## src/rtl/ptg_pkg.sv

```systemverilog
package ptg_pkg;

  // Register byte offsets on the bus.
  localparam logic [7:0] PTG_CTRL_OFS = 8'h00;
  localparam logic [7:0] PTG_FREQ_OFS = 8'h04;
  localparam logic [7:0] PTG_TOTAL_OFS = 8'h08;
  localparam logic [7:0] PTG_RAMP_OFS = 8'h0C;
  localparam logic [7:0] PTG_STATUS_OFS = 8'h10;
  localparam logic [7:0] PTG_COUNT_OFS = 8'h14;

  // Control register field positions.
  localparam int PTG_CTRL_RUN_BIT = 0;
  localparam int PTG_CTRL_STOP_BIT = 1;
  localparam int PTG_CTRL_SEL_BIT = 2;
  localparam int PTG_CTRL_W = 3;

  // Status register field positions.
  localparam int PTG_STAT_RUNNING_BIT = 0;
  localparam int PTG_STAT_DONE_BIT = 1;
  localparam int PTG_STAT_ERR_LSB = 8;

  // Reset values.
  localparam logic [PTG_CTRL_W-1:0] PTG_CTRL_RST = 3'h0;
  localparam logic [31:0] PTG_WORD_RST = 32'h0000_0000;

  // Frequency limits in hertz.
  localparam logic signed [31:0] PTG_FREQ_MIN_HZ = 32'sh0000_0000;
  localparam logic signed [31:0] PTG_FREQ_MAX_HZ = 32'sh0000_4E20;

  // Error codes.
  localparam logic [7:0] PTG_ERR_NONE = 8'h00;
  localparam logic [7:0] PTG_ERR_HARD_STOP = 8'h01;
  localparam logic [7:0] PTG_ERR_FREQ = 8'h02;

  // Clock rate in hertz.
  localparam int PTG_CLK_HZ = 25_000_000;

  // Generator states, Gray coded along idle, run, halt.
  typedef enum logic [1:0]
  {
    PTG_IDLE = 2'b00,
    PTG_RUN = 2'b01,
    PTG_HALT = 2'b11
  } ptg_state_type;

endpackage : ptg_pkg

```

## src/rtl/ptg_pulse_train_gen.sv

```systemverilog
// Overview of operation
// [RL1] Pulses go to one of two selected outputs.
// [RL2] Pulse rate follows frequency field, up to 20 kHz.
// [RL3] Frequency outside zero to 20000 flags error.
// [RL4] Emit exactly total count, stop, await restart.
// [RL5] Ramp count pulses used for accel and decel.
// [RL6] Run until count done or hard stop.
// [RL7] Hard stop halts output, error code one.
// [RL8] Error clears when run and stop low.
// [RL9] New total count applies only at next start.
// [RL10] Frequency ramps up, then down before end.
//
// The Wishbone interface to the registers and the register addresses were decided locally.
module ptg_pulse_train_gen
  import ptg_pkg::*;
#(
  parameter int CLK_HZ = ptg_pkg::PTG_CLK_HZ,
  parameter int LVL_W = 8
)
(
  // Clock and reset.
  input wire logic clk_i,
  input wire logic rst_i,
  // Classic Wishbone slave.
  input wire logic cyc_i,
  input wire logic stb_i,
  input wire logic we_i,
  input wire logic [7:0] adr_i,
  input wire logic [3:0] sel_i,
  input wire logic [31:0] dat_i,
  output logic [31:0] dat_o,
  output logic ack_o,
  // Discrete outputs.
  output logic out0_o,
  output logic out1_o
);
  import ptg_pkg::*;

  localparam int ACC_W = 40;
  localparam logic [ACC_W-1:0] CLK_HZ_W = ACC_W'(CLK_HZ);
  localparam logic [LVL_W-1:0] LVL_MAX = {LVL_W{1'b1}};

  typedef struct packed {
    ptg_state_type st;
    logic [PTG_CTRL_W-1:0] ctrl;
    logic [31:0] freq;
    logic [31:0] total;
    logic [31:0] ramp;
    logic [31:0] run_total;
    logic [31:0] run_ramp;
    logic run_sel;
    logic [31:0] emitted;
    logic [ACC_W-1:0] acc;
    logic pin;
    logic out0;
    logic out1;
    logic done;
    logic [7:0] err;
    logic ack;
    logic [31:0] dat;
  } ptg_regs_type;

  ptg_regs_type r;
  ptg_regs_type next_r;

  // Merge a bus write into a word under the byte enables.
  function automatic logic [31:0] ptg_merge(input logic [31:0] old, input logic [31:0] wr,
                                            input logic [3:0] be);
    logic [31:0] res;
    res = old;
    for (int i = 0; i < 4; i++)
    begin
      if (be[i])
      begin
        res[i*8 +: 8] = wr[i*8 +: 8];
      end
    end
    return res;
  endfunction : ptg_merge

  // True when the signed frequency lies in the legal range.
  function automatic logic ptg_freq_ok(input logic [31:0] f);
    return ($signed(f) >= PTG_FREQ_MIN_HZ) && ($signed(f) <= PTG_FREQ_MAX_HZ);
  endfunction : ptg_freq_ok

  // Saturate a ramp depth to the divider width; deep ramps flatten at the slowest rate.
  function automatic logic [LVL_W-1:0] ptg_sat(input logic [31:0] v);
    return (v > 32'(LVL_MAX)) ? LVL_MAX : v[LVL_W-1:0];
  endfunction : ptg_sat

  logic req;
  logic [31:0] remain;
  logic [LVL_W-1:0] lvl_acc;
  logic [LVL_W-1:0] lvl_dec;
  logic [LVL_W-1:0] lvl;
  logic [ACC_W-1:0] thr;
  logic [ACC_W-1:0] acc_sum;

  // Ramp depth: the slower of the accel and decel profiles sets the rate.
  always_comb
  begin
    req = cyc_i && stb_i;
    remain = r.run_total - r.emitted;
    lvl_acc = '0;
    lvl_dec = '0;
    if (r.emitted < r.run_ramp)
    begin
      lvl_acc = ptg_sat(r.run_ramp - r.emitted); // see [RL10]
    end
    if (remain <= r.run_ramp)
    begin
      lvl_dec = ptg_sat(r.run_ramp - remain + 32'h0000_0001); // see [RL10]
    end
    lvl = (lvl_acc > lvl_dec) ? lvl_acc : lvl_dec; // see [RL5]
    // Half-period threshold grows with depth, so rate is frequency over depth plus one.
    thr = CLK_HZ_W * ACC_W'({1'b0, lvl} + 1'b1);
    acc_sum = r.acc + ACC_W'({r.freq[30:0], 1'b0}); // see [RL2]
  end

  // Next-state logic for bus, control and pulse generation.
  always_comb
  begin
    next_r = r;
    next_r.ack = req && !r.ack;
    // Bus writes; a running total only moves the stored copy.
    if (req && !r.ack && we_i)
    begin
      unique case (adr_i)
        PTG_CTRL_OFS:
        begin
          next_r.ctrl = PTG_CTRL_W'(ptg_merge(32'(r.ctrl), dat_i, sel_i));
        end
        PTG_FREQ_OFS:
        begin
          next_r.freq = ptg_merge(r.freq, dat_i, sel_i);
        end
        PTG_TOTAL_OFS:
        begin
          next_r.total = ptg_merge(r.total, dat_i, sel_i); // see [RL9]
        end
        PTG_RAMP_OFS:
        begin
          next_r.ramp = ptg_merge(r.ramp, dat_i, sel_i);
        end
        default:
        begin
          next_r.ctrl = r.ctrl;
        end
      endcase
    end
    // Bus reads; unmapped addresses read zero.
    next_r.dat = PTG_WORD_RST;
    if (req && !r.ack && !we_i)
    begin
      unique case (adr_i)
        PTG_CTRL_OFS: next_r.dat = 32'(r.ctrl);
        PTG_FREQ_OFS: next_r.dat = r.freq;
        PTG_TOTAL_OFS: next_r.dat = r.total;
        PTG_RAMP_OFS: next_r.dat = r.ramp;
        PTG_STATUS_OFS:
        begin
          next_r.dat[PTG_STAT_RUNNING_BIT] = (r.st == PTG_RUN);
          next_r.dat[PTG_STAT_DONE_BIT] = r.done;
          next_r.dat[PTG_STAT_ERR_LSB +: 8] = r.err;
        end
        PTG_COUNT_OFS: next_r.dat = r.emitted;
        default: next_r.dat = PTG_WORD_RST;
      endcase
    end
    // Generator sequencing.
    unique case (r.st)
      PTG_IDLE:
      begin
        next_r.pin = 1'b0;
        if (r.ctrl[PTG_CTRL_STOP_BIT])
        begin
          next_r.err = PTG_ERR_HARD_STOP; // see [RL7]
          next_r.st = PTG_HALT;
        end
        else if (r.ctrl[PTG_CTRL_RUN_BIT])
        begin
          if (!ptg_freq_ok(r.freq))
          begin
            next_r.err = PTG_ERR_FREQ; // see [RL3]
            next_r.st = PTG_HALT;
          end
          else
          begin
            // Latch count, ramp and output choice for the whole run.
            next_r.run_total = r.total; // see [RL9]
            next_r.run_ramp = r.ramp;
            next_r.run_sel = r.ctrl[PTG_CTRL_SEL_BIT];
            next_r.emitted = PTG_WORD_RST;
            next_r.acc = '0;
            next_r.done = 1'b0;
            next_r.st = PTG_RUN;
          end
        end
      end
      PTG_RUN:
      begin
        if (r.ctrl[PTG_CTRL_STOP_BIT])
        begin
          next_r.pin = 1'b0; // see [RL6]
          next_r.err = PTG_ERR_HARD_STOP; // see [RL7]
          next_r.st = PTG_HALT;
        end
        else if (!ptg_freq_ok(r.freq))
        begin
          next_r.pin = 1'b0;
          next_r.err = PTG_ERR_FREQ; // see [RL3]
          next_r.st = PTG_HALT;
        end
        else if (r.emitted == r.run_total)
        begin
          next_r.pin = 1'b0;
          next_r.done = 1'b1; // see [RL4]
          next_r.st = PTG_HALT;
        end
        else if (acc_sum >= thr)
        begin
          // Each crossing is a half period; a pulse counts on its falling edge.
          next_r.acc = acc_sum - thr;
          next_r.pin = !r.pin;
          if (r.pin)
          begin
            next_r.emitted = r.emitted + 32'h0000_0001; // see [RL4]
          end
        end
        else
        begin
          next_r.acc = acc_sum;
        end
      end
      PTG_HALT:
      begin
        next_r.pin = 1'b0;
        if (r.ctrl[PTG_CTRL_STOP_BIT])
        begin
          next_r.err = PTG_ERR_HARD_STOP; // see [RL7]
        end
        else if (!r.ctrl[PTG_CTRL_RUN_BIT])
        begin
          next_r.err = PTG_ERR_NONE; // see [RL8]
          next_r.st = PTG_IDLE;
        end
      end
      default:
      begin
        next_r.st = PTG_IDLE;
      end
    endcase
    // Only the selected output ever carries the train.
    next_r.out0 = next_r.pin && !next_r.run_sel; // see [RL1]
    next_r.out1 = next_r.pin && next_r.run_sel; // see [RL1]
  end

  // State register with synchronous reset.
  always_ff @(posedge clk_i)
  begin
    if (rst_i)
    begin
      r <= '0;
      r.st <= PTG_IDLE;
      r.ctrl <= PTG_CTRL_RST;
      r.err <= PTG_ERR_NONE;
    end
    else
    begin
      r <= next_r;
    end
  end

  assign dat_o = r.dat;
  assign ack_o = r.ack;
  assign out0_o = r.out0;
  assign out1_o = r.out1;

endmodule : ptg_pulse_train_gen

```

## config.mk

```make
export PLATFORM = sky130hd
export DESIGN_NAME = ptg_pulse_train_gen
export DESIGN_NICKNAME = d
export VERILOG_FILES = /design/src/rtl/ptg_pkg.sv /design/src/rtl/ptg_pulse_train_gen.sv
export SDC_FILE = /design/constraint.sdc
export NUM_CORES = 1
export LEC_CHECK = 0
export BUFFER_PORTS_ARGS = -buffer_cell sky130_fd_sc_hd__buf_4
export CORE_ASPECT_RATIO = 1.4
export CORE_MARGIN = 2
export CORE_UTILIZATION = 59
export CTS_CLUSTER_DIAMETER = 150
export DETAILED_ROUTE_END_ITERATION = 8
export MAX_ROUTING_LAYER = met4
export PLACE_DENSITY = 0.86
export SLEW_MARGIN = 20
export SYNTH_ARGS = -nofsm -noshare
export SYNTH_HDL_FRONTEND = slang
export SYNTH_SLANG_ARGS = --single-unit
```

## constraint.sdc

```tcl
create_clock -name clk_i -period 35.5 [get_ports clk_i]
set_clock_uncertainty 0.2 [all_clocks]
set_input_delay 5.325 -clock clk_i [delete_from_list [all_inputs] [get_ports clk_i]]
set_output_delay 5.325 -clock clk_i [all_outputs]
set_load 0.03 [all_outputs]
```

==> results of run 1 <==
routing by layer:
| metal | up-vias | GRT usage (%) | part of all wire [%] |
|---|---|---|---|
| li1 | 10533 | - | - |
| met1 | 10671 | 38.97 | 37 |
| met2 | 1047 | 62.29 | 49 |
| met3 | 328 | 3.947 | 6.4 |
| met4 | 0 | 25.75 | 8.4 |
| met5 | - | - | 0 |
registers in the layout, summed over array words and instances (netlist names):
signal / flops
ack_o: 1
out1_o: 1
r: 241
dat_o: 32
out0_o: 1
power groups by stage:
| stage | registers, mW | logic, mW | clock network, mW |
|---|---|---|---|
| floorplan | 0.317 | 0.0115 | 0 |
| global placement | 0.317 | 0.0206 | 0 |
| detailed placement | 0.317 | 0.0211 | 0 |
| CTS | 0.310 | 0.0212 | 0.298 |
| global route | 0.310 | 0.0240 | 0.311 |
| finish | 0.310 | 0.0227 | 0.297 |
synth_stat cells (43+ instances only):
cell / instances
nor2_1: 312
nand2_1: 279
dfxtp_1: 276
ha_1: 268
a21oi_1: 260
inv_1: 243
o21ai_0: 125
mux2i_1: 112
xnor2_1: 108
a21o_1: 90
a22oi_1: 89
clkbuf_1: 78
xor2_1: 68
fa_1: 53
nand3_1: 53
nor3_1: 52
nand2b_1: 43
how the worst max path moves through the flow:
stage,start,endpoint,slack (ns),cells after the start
floorplan,r[85],r[106],17.66,88
global placement,r[85],r[81],14.92,86
detailed placement,r[85],r[81],14.22,85
CTS,r[85],r[81],14.12,85
global route,r[85],r[81],12.69,87
finish,r[85],r[81],13.95,86
cells by family (layout without fill, tap and decap cells):
kind of cell / Yosys count / after routing / share of synthesized area (%)
AND/OR/NAND/NOR: 923 / 923 / 18.04
other: 0 / 4 / 0
XOR/XNOR: 177 / 177 / 6.575
adder cells (fa/ha/maj): 321 / 321 / 18.56
flip-flops: 276 / 276 / 23.23
buffers and inverters: 373 / 392 / 6.523
AO/OA/AOI/OAI: 802 / 802 / 21.84
multiplexers: 119 / 119 / 5.234
final cells by class:
cell class	instances	area, um2	share of cell area, %
Antenna cell	4	10.01	0.03922
Timing Repair Buffer	98	759.5	2.976
Clock buffer	37	783.3	3.069
Sequential cell	276	5525	21.65
Tap cell	534	668.1	2.618
Inverter	244	915.9	3.589
Clock inverter	13	125.1	0.4903
Multi-Input combinational cell	2342	16730	65.57
through the flow:
step           hold slack, ns  power [mW]  setup WS (ns)  util [%]
2_1_floorplan          0.2315      0.3285          17.66         -
3_3_place_gp           0.2462      0.3375          14.92     61.34
3_5_place_dp           0.2532      0.3381          14.22     61.34
4_1_cts                0.2619      0.6295          14.12     63.61
5_1_grt                0.2845      0.6443          12.69     63.71
6_report               0.2599      0.6297          13.95     63.71
cells in the final DEF (no fill, tap or decap), types with 15 or more instances in the layout:
cell type / netlist / layout
o21ai_1: 15 / 15
a21oi_1: 260 / 260
fa_1: 53 / 53
a21o_1: 90 / 89
xnor2_1: 108 / 108
nand4_1: 41 / 41
a22oi_1: 89 / 89
nor3_1: 52 / 52
o21ai_0: 125 / 124
dfxtp_1: 276 / 276
a211oi_1: 26 / 26
nand3_1: 53 / 53
and3_1: 17 / 17
nor2_1: 312 / 309
buf_4: 33 / 96
nand2_1: 279 / 279
mux2i_1: 112 / 112
nand2b_1: 43 / 43
clkbuf_16: 0 / 27
o21bai_1: 16 / 16
nor4_1: 22 / 22
a31oi_1: 16 / 16
o21a_1: 34 / 34
inv_1: 243 / 243
ha_1: 268 / 268
nor2b_1: 30 / 30
xor2_1: 68 / 68
worst max-delay path: cells and delay by family, from the launching register on:
kind,cells,cell delay [ns]
AO/OA/AOI/OAI,42,9.34
XOR/XNOR,3,0.43
adder cells (fa/ha/maj),12,4.31
buffers and inverters,9,1.05
flip-flops,1,0.46
multiplexers,1,0.46
AND/OR/NAND/NOR,19,5.09
==> flow_summary.toml, run 1 <==
[outcome]
status = "finished, final reports clean"

[timing]
relSlewSlack_pct = 26.56
finalCriticalPeriod_ns = 21.56
worstMarginPinSlew_ns = 1.098
rsz0062_at_grt = "no"
slew_viol_final = 0
setup-tns-final_ns = 0
finalHoldViolations = 0
fmax_mhz = 46.39
final-setup-viol-count = 0
timing.final.crit_share_pct = 60.72

[clock_network]
cts_sinks = 276
cts_tree = "built"
cts_hold_buf = 0
clk_pin_slew_worst_paths_ns = 0.07
tritoncts.num_buffers = 27
clk_latency_ns = 0.56
ctsResizeCount = 0
post_cts_buffers = 0
cts_root_buf = "clkbuf_16"
clockBufferDepth = 3
htree_levels = 1

[yosys]
synthFlopType = "dfxtp_1"
ys_seq_elements = 276
synth.net_count = 3361
yosys.area.top_type = "dfxtp_1"
synth_top_area_share_pct = 23.23
syn_area_per_cell_um2 = 7.952
synth-edff-count = 0
yosysUniqueCellTypes = 100
synth_seq_area_share_pct = 23.23
synth_area_mm2 = 0.02379
yosys_warnings = 0
yosys-top-cells-area = "dfxtp_1, ha_1, a21oi_1, nor2_1, mux2i_1"
ys_async_sr_fraction_pct = 0
netlist_instances = 2991

[placement]
dp.cells = 3493
hpwlAfterDp_um = 61130
io_buffers = 83
place_congestion = 1.035
placed_area_mm2 = 0.02457

[grt]
grt_start_max_net_pins = 119
grt_pass1_wl_um = 118200
grt-ovfl-total = 0
grtUsageTotal_pct = 36.28
antenna_found_initial = 4
grt_pass1_vias = 22373

[critical_path]
cp.required_ns = 35.73
cp.arrival_ns = 21.78
reg2reg_from = "r[85]"
cp-start-kind = "register"
r2r_end = "r[81]"
critPathMaxFanout = 29
ff2ff_setup_slack_ns = 13.95
slowest_stage = "nor2_4"
r2r_cells = 86
cpPeakStageDelay_ns = 0.73
endpoint_kind = "register"
path_common_cell = "o21ai_0"
worst-setup-path-type = "register to register"

[power]
sw_frac_of_total_pct = 23.53
internal-power_mw = 0.4815
combPwrFrac_pct = 3.6
power.leakage_nw = 11.01
seq_power_share_pct = 49.2
powerDensity_mw_per_mm2 = 24.67
irDropWorstVdd_mv = 0.03259
power_frac_clock_pct = 47.2
p_switching_mw = 0.1482

[drt]
routedWlPerCell_um = 21.47
routed-via-count = 22579
drt-pass1-iter-count = 8
dr.first_iter.drc_count = 1950
totalWireLength_um = 76180
vias_per_cell = 6.364
ant_nets = 0
drc_errors = 0

[layout]
nets = 3359
fin_cells = 3548
stdcell_area_mm2 = 0.02552
drive_gt1_share_pct = 6.478
fillCellCount = 3568
syn_to_final_growth_pct = 7.291

[hold_path]
min_from = "r[173]"
hold_path_end = "r[173]"
whs_path_depth = 2
hold_class = "register to register"

[die]
die-area_mm2 = 0.04196
start_util_pct = 59.38
fp.dieH_um = 241.6
core_mm2 = 0.04006
num_rows = 87
die_w_um = 173.7
ioPinCount = 84

[job]
cap_violations = 0
Power figures use the tool's default switching activity.
==> run 2: changes to the inputs <==
Settings changed: CORE_UTILIZATION 59 to 58, PLACE_DENSITY 0.86 to 0.88.
Clock period 35.5 ns to 18.3 ns, I/O delays scaled along.
==> run 2 against run 1 <==
Net effect: combinational power is 110% higher; sequential share of layout area is 0.72 points lower; core utilization is 1.7 points higher; critical endpoint is now r[100]; largest power group unchanged; worst hold slack better by 0.0026 ns; via count is 2.1% higher; sequential power is 94% higher; register-to-register slack worse by 13 ns; setup slack worse by 13 ns.
==> flow_summary.toml, run 2 (synthesized netlist as in run 1, its figures left out) <==
[placement]
io_buffers = 83
hpwlAfterDp_um = 62380
dp.cells = 3542
place_congestion = 1.077
post-place-ws_ns = -0.5689

[die]
ioPinCount = 84
core_mm2 = 0.04039
start_util_pct = 58.90
num_rows = 87
fp.dieH_um = 243.6
die_w_um = 175.2
die-area_mm2 = 0.04267

[drt]
totalWireLength_um = 79170
vias_per_cell = 6.400
drt-pass1-iter-count = 6
routed-via-count = 23061
routedWlPerCell_um = 21.97
drc_errors = 0
dr.first_iter.drc_count = 2236
ant_nets = 0

[layout]
syn_to_final_growth_pct = 10.97
regMostFlops = "r"
diodes = 0
drive_gt1_share_pct = 10.52
layout_common_cells = "nor2_1, nand2_1, dfxtp_1"
fin_cells = 3603
layout_commonest_cell = "nor2_1"
nets = 3421
final_core_util_pct = 65.36
largest_reg_flops = 241

[critical_path]
cp.arrival_ns = 17.89
cpPeakStageDelay_ns = 0.60
path_common_cell = "inv_1"
cp.required_ns = 18.50
slowest_stage = "fa_1"
cp-start-kind = "register"
endpoint_kind = "register"
worst-setup-path-type = "register to register"
critPathMaxFanout = 5

[timing]
setup-tns-final_ns = 0
slew_viol_final = 0
worstMarginPinSlew_ns = 1.186
relSlewSlack_pct = 20.63
timing.final.crit_share_pct = 96.71
final-setup-viol-count = 0
fmax_mhz = 56.51
finalHoldViolations = 0
layout_setup_ws_ns = 0.6029
finalCriticalPeriod_ns = 17.70

[grt]
grt-ovfl-total = 0
grtUsageTotal_pct = 37.10
grt_pass1_vias = 22902
antenna_found_initial = 0
grt_pass1_wl_um = 122400
grt_start_max_net_pins = 109

[power]
power.leakage_nw = 11.43
powerDensity_mw_per_mm2 = 46.14
irDropWorstVdd_mv = 0.04985

[clock_network]
clk_pin_slew_worst_paths_ns = 0.07
htree_levels = 1
tritoncts.num_buffers = 27
clockBufferDepth = 3
clk_latency_ns = 0.56
cts_sinks = 276
cts_tree = "built"
cts_root_buf = "clkbuf_16"

[outcome]
status = "finished, final reports clean"

[hold_path]
hold_class = "register to register"

[job]
cap_violations = 0
==> run 2: changes by cell type in the layout (fill, tap and decap cells not counted), sizes merged <==
cell / change
diode: -4
inv: -1
clkbuf: -3
buf: +62
clkinvlp: +1
==> run 2: stage by stage <==
stage	area (um2)	total power, mW	hold WS [ns]
CTS	25890	1.216	0.2614
detailed placement	24970	0.6614	0.2528
global route	26400	1.241	0.2819
global placement	24970	0.6603	0.2428
finish	26400	1.218	0.2624
floorplan	23790	0.6373	0.2315
==> run 2: critical path, delay by kind of cell (launching register included) <==
family          cells  cell delay [ns]
fa+ha+maj          12             4.17
mux                 1             0.37
xor+xnor            4             0.72
flops               1             0.32
simple gates       20             4.36
compound gates     38             6.32
buf+inv            11             1.05
==> run 2: worst paths after layout <==
check                           cells after the start    from      to  slack [ns]
worst max-delay path                               86  r[150]  r[100]        0.60
worst max register to register                     86  r[150]  r[100]        0.60
worst min-delay path                                2  r[161]  r[161]        0.26
worst min register to register                      2  r[161]  r[161]        0.26
==> run 2: where the power goes <==
part | leakage [nW] | switching, mW | internal (mW)
Combinational | 8.78 | 0.0309 | 0.0172
Sequential | 2.22 | 0.000414 | 0.601
Clock | 0.428 | 0.257 | 0.311
Total | 11.4 | 0.288 | 0.929
==> run 2: what timing repair did <==
item                       4_1_cts  5_1_grt
pin swaps                        1       42
hold buffers                     0        0
gates resized for setup          6       92
buffers inserted                 1       13
setup endpoints to repair       69       69
gates cloned                     0        0
==> run 2: cell type report <==
cell class,instances,area [um2]
clock inverter,13,126.4
inverter,244,915.9
clock buffer,34,762.0
sequential,276,5525
fill,3347,13990
timing repair buffer,160,1237
multi-input combinational,2342,17160
tap,534,668.1
==> run 2: routing by layer <==
| metal | vias to the layer above | global-route usage [%] | wire (um) |
|---|---|---|---|
| li1 | 10666 | - | - |
| met1 | 10915 | 39.88 | 28390 |
| met2 | 1119 | 63.56 | 38760 |
| met3 | 361 | 3.480 | 5166 |
| met4 | 0 | 26.94 | 6853 |
| met5 | - | - | 0 |
